## config.mk

```make
export PLATFORM = sky130hd
export DESIGN_NAME = mic_ctrl
export DESIGN_NICKNAME = d
export VERILOG_FILES = /design/src/hw/mic_pkg.sv /design/src/hw/mic_ctrl.sv
export SDC_FILE = /design/constraint.sdc
export NUM_CORES = 1
export LEC_CHECK = 0
export ABC_AREA = 0
export BUFFER_PORTS_ARGS = -buffer_cell sky130_fd_sc_hd__buf_2
export CORE_MARGIN = 2
export CORE_UTILIZATION = 45
export CTS_CLUSTER_DIAMETER = 100
export DETAILED_ROUTE_END_ITERATION = 8
export PLACE_DENSITY = 0.77
export SYNTH_ARGS = -nofsm -noshare
export SYNTH_HDL_FRONTEND = slang
export SYNTH_SLANG_ARGS = --single-unit
export TNS_END_PERCENT = 30
```

## constraint.sdc

```tcl
create_clock -name clock -period 4.9 [get_ports clock]
set_input_delay 0.49 -clock clock [delete_from_list [all_inputs] [get_ports clock]]
set_output_delay 0.49 -clock clock [all_outputs]
set_load 0.05 [all_outputs]
```

## src/hw/mic_pkg.sv

```systemverilog
`default_nettype none
package mic_pkg;
	localparam int NSRC = 14;
	localparam logic [11:0] ADDR_SENS = 12'h000;
	localparam logic [11:0] ADDR_PSEL = 12'h004;
	localparam logic [11:0] ADDR_CTRL = 12'h008;
	localparam logic [11:0] ADDR_STAT = 12'h00C;
	localparam logic [7:0] SENS_RST = 8'h00;
	localparam logic [7:0] PSEL_RST = 8'h0C;
	localparam logic [15:0] VEC_RESET = 16'hFFFE;
	localparam logic [15:0] VEC_TRAP = 16'hFFFC;
	localparam logic [15:0] VEC_SRC0 = 16'hFFFA;
	localparam logic [1:0] SENS_FALL_LOW = 2'h0;
	localparam logic [1:0] SENS_RISE = 2'h1;
	localparam logic [1:0] SENS_FALL = 2'h2;
	localparam logic [1:0] SENS_BOTH = 2'h3;
	localparam int SRC_AWU = 0;
	localparam int SRC_EXT0 = 1;
	localparam int SRC_VDET = 7;
	// Halt and active-halt exit capability per source; the wake logic also lets SRC_AWU exit active halt
	localparam logic [13:0] HALT_EXIT = 14'h101E;
	localparam logic [13:0] AHALT_EXIT = 14'h0A00;
	localparam logic [15:0] DATA_ZERO = 16'h0000;
	typedef enum logic [1:0] {MIC_RUN, MIC_WAIT, MIC_HALT, MIC_AHALT} mic_mode_e;
	typedef struct packed {
		logic trapReq;
		logic entryAck;
		logic returnDone;
	} mic_core_s;
	typedef struct packed {
		logic irqValid;
		logic trapTake;
		logic [15:0] vector;
		logic [3:0] source;
	} mic_take_s;
endpackage
`default_nettype wire

```

## src/hw/mic_ctrl.sv

```systemverilog
// Local design decisions: the register addresses and the APB interface to the registers.
`default_nettype none
module mic_ctrl
	import mic_pkg::*;
(
	input  wire logic        clock,
	input  wire logic        rstn,
	input  wire logic [11:0] paddr,
	input  wire logic        psel,
	input  wire logic        penable,
	input  wire logic        pwrite,
	input  wire logic [31:0] pwdata,
	output logic      [31:0] prdata,
	output logic             pready,
	output logic             pslverr,
	input  wire logic [7:0]  portA,
	input  wire logic [7:0]  portB,
	input  wire logic [13:0] periphFlag,
	input  wire logic [13:0] periphEnable,
	input  wire logic [13:0] periphClear,
	input  wire logic        condCodeMaskSet,
	input  wire logic        instrBoundary,
	input  wire mic_core_s   core,
	input  wire mic_mode_e   lowPowerMode,
	output mic_take_s        take,
	output logic             maskBit,
	output logic             wakeUp
);
	logic [7:0]  sens;
	logic [7:0]  pinSel;
	logic [3:0]  extPin;
	logic [3:0]  sync1;
	logic [3:0]  sync2;
	logic [3:0]  prevPin;
	logic [13:0] pending;
	logic [13:0] eligible;
	logic        inService;
	logic        regWrite;
	logic [3:0]  winner;
	logic        anyElig;
	// External lines carry no enable bit of their own
	localparam logic [13:0] EXT_LINES = 14'h001E;

	function automatic logic [1:0] field(input logic [7:0] r, input int line);
		field = r[line*2 +: 2];
	endfunction

	function automatic logic lowerSet(input logic [13:0] e, input logic [3:0] s);
		lowerSet = |(e & ((14'h0001 << s) - 14'h0001));
	endfunction

	// Line routing from the selected port pins
	always_comb begin
		unique case (field(pinSel, 3))
			2'h0: extPin[3] = portB[0];
			2'h1: extPin[3] = portB[1];
			2'h2: extPin[3] = portB[2];
			default: extPin[3] = 1'b1;
		endcase
		extPin[2] = portB[3 + field(pinSel, 2)];
		extPin[1] = portA[4 + field(pinSel, 1)];
		extPin[0] = portA[field(pinSel, 0)];
	end

	always_ff @(posedge clock or negedge rstn) begin
		if (!rstn) begin
			// Idle high, so reset makes no false edge or low level
			sync1 <= 4'hF;
			sync2 <= 4'hF;
			prevPin <= 4'hF;
		end else begin
			sync1 <= extPin;
			sync2 <= sync1;
			prevPin <= sync2;
		end
	end

	assign regWrite = psel && penable && pwrite;
	assign pready = 1'b1;
	assign pslverr = 1'b0;

	always_ff @(posedge clock or negedge rstn) begin
		if (!rstn) begin
			sens <= SENS_RST;
			pinSel <= PSEL_RST;
		end else if (regWrite) begin
			if (paddr == ADDR_SENS && maskBit)
				sens <= pwdata[7:0];
			if (paddr == ADDR_PSEL)
				pinSel <= pwdata[7:0];
		end
	end

	always_ff @(posedge clock or negedge rstn) begin
		if (!rstn) begin
			prdata <= 32'h0000_0000;
		end else if (psel && !penable && !pwrite) begin
			unique case (paddr)
				ADDR_SENS: prdata <= {24'h000000, sens};
				ADDR_PSEL: prdata <= {24'h000000, pinSel};
				ADDR_CTRL: prdata <= {30'h0, inService, maskBit};
				ADDR_STAT: prdata <= {18'h0, pending};
				default: prdata <= 32'h0000_0000;
			endcase
		end
	end

	// Mask bit mirrors the core; held set through reset and service
	always_ff @(posedge clock or negedge rstn) begin
		if (!rstn) begin
			maskBit <= 1'b1;
			inService <= 1'b0;
		end else if (core.entryAck) begin
			maskBit <= 1'b1;
			inService <= 1'b1;
		end else if (core.returnDone) begin
			maskBit <= 1'b0;
			inService <= 1'b0;
		end else if (!inService) begin
			maskBit <= condCodeMaskSet;
		end
	end

	// Pending latches; set wins over every clear
	always_ff @(posedge clock or negedge rstn) begin
		if (!rstn) begin
			pending <= 14'h0000;
		end else begin
			for (int s = 0; s < NSRC; s++) begin
				logic hit;
				logic clr;
				logic [1:0] f;
				hit = 1'b0;
				clr = 1'b0;
				f = 2'h0;
				if (s >= SRC_EXT0 && s < SRC_EXT0 + 4) begin
					f = field(sens, s - SRC_EXT0);
					unique case (f)
						SENS_FALL_LOW: hit = !sync2[s-SRC_EXT0];
						SENS_RISE: hit = sync2[s-SRC_EXT0] && !prevPin[s-SRC_EXT0];
						SENS_FALL: hit = !sync2[s-SRC_EXT0] && prevPin[s-SRC_EXT0];
						SENS_BOTH: hit = sync2[s-SRC_EXT0] != prevPin[s-SRC_EXT0];
					endcase
					if (regWrite && paddr == ADDR_SENS && maskBit
						&& field(pwdata[7:0], s - SRC_EXT0) != f)
						clr = 1'b1;
				end else begin
					hit = periphFlag[s];
					clr = periphClear[s];
				end
				if (core.entryAck && take.source == 4'(s) && !take.trapTake)
					clr = 1'b1;
				if (hit)
					pending[s] <= 1'b1;
				else if (clr)
					pending[s] <= 1'b0;
			end
		end
	end

	// External lines are always enabled; peripherals need their enable
	assign eligible = pending & (periphEnable | EXT_LINES);

	always_comb begin
		winner = 4'h0;
		anyElig = 1'b0;
		for (int s = NSRC - 1; s >= 0; s--) begin
			if (eligible[s]) begin
				winner = 4'(s);
				anyElig = 1'b1;
			end
		end
	end

	always_ff @(posedge clock or negedge rstn) begin
		if (!rstn) begin
			take <= '0;
		end else if (core.entryAck) begin
			take <= '0;
		end else if (instrBoundary && !take.irqValid && !take.trapTake) begin
			if (core.trapReq) begin
				take.trapTake <= 1'b1;
				take.vector <= VEC_TRAP;
				take.source <= 4'h0;
			end else if (anyElig && !maskBit) begin
				take.irqValid <= 1'b1;
				take.vector <= VEC_SRC0 - {11'h0, winner, 1'b0};
				take.source <= winner;
			end
		end
	end

	// Wake decision per low-power mode
	always_ff @(posedge clock or negedge rstn) begin
		if (!rstn) begin
			wakeUp <= 1'b0;
		end else begin
			unique case (lowPowerMode)
				MIC_RUN: wakeUp <= 1'b0;
				MIC_WAIT: wakeUp <= |eligible;
				MIC_HALT: wakeUp <= |(eligible & HALT_EXIT & ~14'h0001)
					&& !(eligible[3] && field(pinSel, 2) == 2'h1);
				MIC_AHALT: wakeUp <= |(eligible & (AHALT_EXIT | 14'h0001));
			endcase
		end
	end

	property p_masked;
		@(posedge clock) disable iff (!rstn)
		maskBit && !core.entryAck |=> !$rose(take.irqValid);
	endproperty
	a_masked: assert property (p_masked) else $error("vector taken while masked");

	property p_resetmask;
		@(posedge clock) $rose(rstn) |-> maskBit;
	endproperty
	a_resetmask: assert property (p_resetmask) else $error("mask clear after reset");

	property p_entry;
		@(posedge clock) disable iff (!rstn)
		core.entryAck |=> maskBit && !take.irqValid;
	endproperty
	a_entry: assert property (p_entry) else $error("entry did not set mask");

	property p_return;
		@(posedge clock) disable iff (!rstn)
		core.returnDone && !core.entryAck |=> !maskBit;
	endproperty
	a_return: assert property (p_return) else $error("return kept mask set");

	property p_trap;
		@(posedge clock) disable iff (!rstn)
		core.trapReq && instrBoundary && !take.irqValid && !take.trapTake && !core.entryAck
		|=> take.trapTake && take.vector == VEC_TRAP;
	endproperty
	a_trap: assert property (p_trap) else $error("trap not taken");

	property p_vector;
		@(posedge clock) disable iff (!rstn)
		$rose(take.irqValid) |-> take.vector == VEC_SRC0 - {11'h0, take.source, 1'b0};
	endproperty
	a_vector: assert property (p_vector) else $error("wrong vector");

	property p_sensgate;
		@(posedge clock) disable iff (!rstn)
		regWrite && paddr == ADDR_SENS && !maskBit |=> $stable(sens);
	endproperty
	a_sensgate: assert property (p_sensgate) else $error("sensitivity written unmasked");

	property p_level;
		@(posedge clock) disable iff (!rstn)
		field(sens, 0) == SENS_FALL_LOW && !sync2[0] |=> pending[SRC_EXT0];
	endproperty
	a_level: assert property (p_level) else $error("low level not pending");

	property p_takehold;
		@(posedge clock) disable iff (!rstn)
		take.irqValid && !core.entryAck |=> take.irqValid;
	endproperty
	a_takehold: assert property (p_takehold) else $error("request dropped early");

	property p_takeclear;
		@(posedge clock) disable iff (!rstn)
		core.entryAck |=> !take.irqValid && !take.trapTake;
	endproperty
	a_takeclear: assert property (p_takeclear) else $error("take kept after entry");

	property p_vecstable;
		@(posedge clock) disable iff (!rstn)
		take.irqValid && !core.entryAck |=> $stable(take.vector);
	endproperty
	a_vecstable: assert property (p_vecstable) else $error("vector moved");

	property p_trapvec;
		@(posedge clock) disable iff (!rstn)
		$rose(take.trapTake) |-> take.vector == VEC_TRAP;
	endproperty
	a_trapvec: assert property (p_trapvec) else $error("wrong trap vector");

	property p_prio;
		@(posedge clock) disable iff (!rstn)
		$rose(take.irqValid) |-> !lowerSet($past(eligible), take.source);
	endproperty
	a_prio: assert property (p_prio) else $error("higher source passed over");

	property p_picked;
		@(posedge clock) disable iff (!rstn)
		$rose(take.irqValid) |-> |($past(eligible) & (14'h0001 << take.source));
	endproperty
	a_picked: assert property (p_picked) else $error("source not eligible");

	property p_rstregs;
		@(posedge clock) $rose(rstn) |-> sens == SENS_RST && pinSel == PSEL_RST;
	endproperty
	a_rstregs: assert property (p_rstregs) else $error("register reset value");

	property p_rstidle;
		@(posedge clock)
		$rose(rstn) |-> !take.irqValid && !take.trapTake && pending == '0 && !wakeUp;
	endproperty
	a_rstidle: assert property (p_rstidle) else $error("busy after reset");

	property p_unmasked;
		@(posedge clock) disable iff (!rstn)
		$rose(take.irqValid) |-> !$past(maskBit);
	endproperty
	a_unmasked: assert property (p_unmasked) else $error("taken under mask");

	property p_nopreempt;
		@(posedge clock) disable iff (!rstn)
		inService |-> !take.irqValid;
	endproperty
	a_nopreempt: assert property (p_nopreempt) else $error("routine pre-empted");

	property p_senswrite;
		@(posedge clock) disable iff (!rstn)
		regWrite && paddr == ADDR_SENS && maskBit |=> sens == $past(pwdata[7:0]);
	endproperty
	a_senswrite: assert property (p_senswrite) else $error("sensitivity write lost");

	property p_pselwrite;
		@(posedge clock) disable iff (!rstn)
		regWrite && paddr == ADDR_PSEL |=> pinSel == $past(pwdata[7:0]);
	endproperty
	a_pselwrite: assert property (p_pselwrite) else $error("pin select write lost");

	property p_sensclear;
		@(posedge clock) disable iff (!rstn)
		regWrite && paddr == ADDR_SENS && maskBit && field(pwdata[7:0], 0) != field(sens, 0)
		&& sync2[0] && prevPin[0] |=> !pending[SRC_EXT0];
	endproperty
	a_sensclear: assert property (p_sensclear) else $error("pending kept on change");

	property p_rise;
		@(posedge clock) disable iff (!rstn)
		field(sens, 0) == SENS_RISE && sync2[0] && !prevPin[0] |=> pending[SRC_EXT0];
	endproperty
	a_rise: assert property (p_rise) else $error("rising edge missed");

	property p_fall;
		@(posedge clock) disable iff (!rstn)
		field(sens, 0) == SENS_FALL && !sync2[0] && prevPin[0] |=> pending[SRC_EXT0];
	endproperty
	a_fall: assert property (p_fall) else $error("falling edge missed");

	property p_lowrise;
		@(posedge clock) disable iff (!rstn)
		field(sens, 0) == SENS_RISE && !sync2[0] && !pending[SRC_EXT0] |=> !pending[SRC_EXT0];
	endproperty
	a_lowrise: assert property (p_lowrise) else $error("low pin requested");

	property p_vdetclr;
		@(posedge clock) disable iff (!rstn)
		core.entryAck && take.irqValid && take.source == 4'(SRC_VDET) && !periphFlag[SRC_VDET]
		|=> !pending[SRC_VDET];
	endproperty
	a_vdetclr: assert property (p_vdetclr) else $error("voltage pending kept");

	property p_vdetset;
		@(posedge clock) disable iff (!rstn)
		periphFlag[SRC_VDET] |=> pending[SRC_VDET];
	endproperty
	a_vdetset: assert property (p_vdetset) else $error("flag not latched");

	property p_wakewait;
		@(posedge clock) disable iff (!rstn)
		lowPowerMode == MIC_WAIT && |eligible |=> wakeUp;
	endproperty
	a_wakewait: assert property (p_wakewait) else $error("wait not exited");

	property p_wakerun;
		@(posedge clock) disable iff (!rstn)
		lowPowerMode == MIC_RUN |=> !wakeUp;
	endproperty
	a_wakerun: assert property (p_wakerun) else $error("wake while running");

	property p_wakehalt;
		@(posedge clock) disable iff (!rstn)
		lowPowerMode == MIC_HALT && (eligible & HALT_EXIT) == '0 |=> !wakeUp;
	endproperty
	a_wakehalt: assert property (p_wakehalt) else $error("halt exited wrongly");

	property p_wakeahalt;
		@(posedge clock) disable iff (!rstn)
		lowPowerMode == MIC_AHALT && (eligible & (AHALT_EXIT | (14'h0001 << SRC_AWU))) == '0
		|=> !wakeUp;
	endproperty
	a_wakeahalt: assert property (p_wakeahalt) else $error("active halt exited");

	property p_pinfour;
		@(posedge clock) disable iff (!rstn)
		lowPowerMode == MIC_HALT && field(pinSel, 2) == 2'h1
		&& eligible == (14'h0001 << (SRC_EXT0 + 2)) |=> !wakeUp;
	endproperty
	a_pinfour: assert property (p_pinfour) else $error("port B bit four woke halt");
endmodule
`default_nettype wire

```

==> impl_metrics.toml <==
[worst_setup_path]
slowest_stage = "sky130_fd_sc_hd__nor2_1"
worstSetupStartpoint = "paddr[7]"
worstPathMaxFanout = 11
arrival_ps = 2610
critical_path_required_ps = 5130
critical_path.reg2reg.startpoint = "pending[5]"
worstSetupStartpointType = "input pin"
r2r.worst_path.cells = 7
path_depth = 6
path_cells = "buf_2 -> nor4_2 -> nand3_4 -> nor2_1 -> o21ai_0 -> a31o_2"
setup.worst_path.end = "pending[1]"
internal_reg_to_reg_setup_slack_ps = 2650
critical_path_class = "in2reg"
critPathBufInv = 1
worstSetupEndpointType = "register"
critPathTopFamily = "simple AND/OR/NAND/NOR gates"
crit_path_max_incr_delay_ps = 750
endpoint_of_the_most_critical_register_to_register_path = "take[8]"

[cells_and_area]
final_layout_size_suffix_gt1_frac = 0.379
final_net_count = 606
multi_input_comb_area_um2 = 1840
layout_commonest_cell = "sky130_fd_sc_hd__buf_2"
final_cell_mix = "114 x sky130_fd_sc_hd__buf_2, 56 x sky130_fd_sc_hd__dfrtp_1, 29 x sky130_fd_sc_hd__nand2_1"
final.fill_count = 776
layout.area.seq_um2 = 1800
final_cell_utilization_of_the_core = 0.545
area.growth.synth_to_final_pct = 19.3

[timing]
finClkSkew_ps = 11.5
setup_tns_ps = 0
final_max_slew_viol_count = 0
final_critical_path_setup_slack_ps = 2520
rsz0062_at_grt = "false"
worstMarginPinSlew_ps = 909
finalHoldWorstSlack_ps = 314
layout_min_cycle_time_ps = 2380
report.final.hold_viol_count = 0
setup_viol = 0
fmaxAchievable_ghz = 0.421
timing.final.crit_share = 0.485
slew_headroom = 0.394

[grt]
antenna_found_initial = 2
global_route.overflow_total = 0
grtUsageTotal = 0.207
grt_first_pass_wirelength_mm = 15.7
via_count_of_the_first_global_routing_pass = 3155
maximum_number_of_pins_on_one_net_before_global_route_repair = 72

[placed_design]
port-buffer-count = 114
place.gp.congestion = 0.833
place_worst_setup_slack_ps = 2220
detailedPlacementHpwl_mm = 7.23

[synthesis]
asyncSetResetFlopFracSynth = 1.00
synth_warnings = 0
synth-seq-area-share = 0.458
postSynthRegisterBits = 71
postSynthAreaPerCell_um2 = 10.5
netlist_instances = 373
yosys.cell_types.count = 52
syn-cell-area_um2 = 3920
synth_edf_count = 0
yosys_most_used_dff = "sky130_fd_sc_hd__dfrtp_1"

[cts]
cts_root_buffer = "sky130_fd_sc_hd__clkbuf_8"
cts.sinks = 71
cts_setup_buffers = 0
clock_insertion_delay_worst_skew_ps = 350
cts-buffers-inserted = 9
post_cts_resize_count = 0
clock_tree.buffer_depth = 2
cts.htree.levels = 3
path_clk_slew_ps = 70
clock_tree_from_tritoncts = "built"
cts.hold.buffers_added = 0

[detailed_routing]
drcViolationCount = 0
vias = 3228
detail_route.vias_per_cell = 5.43
firstDrtPassIters = 7
drt_first_iter_violations = 152
final_antenna_net_count = 0
routed_wirelength_mm = 9.71
wl_per_cell_um = 16.3

[job]
number_of_max_cap_violations = 0

[floorplan]
core_area_um2 = 8590
row_count = 34
dieWidth_um = 97.4
chipHeight_um = 97.4
die_area_um2 = 9480
initial_standard_cell_utilization_of_the_core = 0.457
pin_count = 172

[worst_hold_path]
min_delay_path_class = "in2reg"
min-delay-start = "core[0]"

[pwr]
total_power_of_the_final_layout_mw = 1.38
vdd_ir_drop_max_uv = 163
p_per_area_nw_per_um2 = 295
cellLeakagePower_nw = 2.29

[outcome]
outcome = "finished clean"
==> state kept, by name, indices dropped and copies added, names as in the netlist <==
| signal | count |
|---|---|
| prevPin | 4 |
| sync2 | 4 |
| maskBit | 1 |
| prdata | 14 |
| sync1 | 4 |
| sens | 8 |
| pending | 14 |
| inService | 1 |
| pinSel | 8 |
| wakeUp | 1 |
| take | 12 |
==> synthesized netlist by cell type, types with 6 or more instances <==
cell type                  number  area (um2)
sky130_fd_sc_hd__dfrtp_1       56        1400
sky130_fd_sc_hd__dfstp_2       15         394
sky130_fd_sc_hd__o21ai_0       18        90.1
sky130_fd_sc_hd__o31ai_1        6        45.0
sky130_fd_sc_hd__a211oi_1       6        45.0
sky130_fd_sc_hd__a31o_2        11        96.3
sky130_fd_sc_hd__ha_1          11         138
sky130_fd_sc_hd__mux4_2         7         158
sky130_fd_sc_hd__xor2_1         6        52.6
sky130_fd_sc_hd__buf_4         30         225
sky130_fd_sc_hd__nand2_1       29         109
sky130_fd_sc_hd__nand3_1        8        40.0
sky130_fd_sc_hd__mux2i_1        8        80.1
sky130_fd_sc_hd__a22o_1        11        96.3
sky130_fd_sc_hd__inv_1         26        97.6
sky130_fd_sc_hd__a21oi_1       13        65.1
sky130_fd_sc_hd__mux2_2        15         169
sky130_fd_sc_hd__nor2_1        25        93.8
==> worst min-delay path by stage <==
| stage | end | slack [ps] | cells after the start |
|---|---|---|---|
| 5_1_grt | pending[12] | 320 | 2 |
| 6_report | maskBit | 310 | 2 |
| 2_1_floorplan | inService | 190 | 0 |
| 3_3_place_gp | sync2[3] | 350 | 0 |
| 3_5_place_dp | sync2[3] | 350 | 0 |
| 4_1_cts | maskBit | 300 | 2 |
==> power by group <==
| part | switching (mW) | internal, mW | total, mW |
|---|---|---|---|
| Combinational | 0.154 | 0.0666 | 0.221 |
| Clock | 0.214 | 0.314 | 0.529 |
| Sequential | 0.0207 | 0.608 | 0.629 |
| Total | 0.389 | 0.989 | 1.38 |
==> stage by stage <==
stage | cells | area (um2)
after floorplan | 392 | 4000
after global placement | 578 | 4450
after detailed placement | 578 | 4450
after CTS | 594 | 4680
after global routing | 595 | 4680
final | 595 | 4680
==> per-layer routing <==
metal | wire, um | GRT usage
met2 | 4720 | 0.336
met3 | 661 | 0.0640
met4 | 181 | 0.0673
met5 | 13 | 0
met1 | 4130 | 0.266
==> final cells by class <==
cell class / count / share of cell area
Tap cell: 108 / 0.0289
Clock buffer: 13 / 0.0339
Sequential cell: 71 / 0.384
Clock inverter: 3 / 0.0139
Timing Repair Buffer: 115 / 0.123
Inverter: 27 / 0.0217
Multi-Input combinational cell: 257 / 0.394
Antenna cell: 1 / 0.000535
==> cell families after synthesis <==
family | count (synthesis) | share of synthesized area
other | 2 | 0.00191
buffers and inverters | 64 | 0.0906
AO/OA/AOI/OAI | 88 | 0.159
adder cells (fa/ha/maj) | 11 | 0.0351
multiplexers | 30 | 0.104
flip-flops | 71 | 0.458
AND/OR/NAND/NOR | 99 | 0.134
XOR/XNOR | 8 | 0.0179
(Power assumes the default switching activity.)
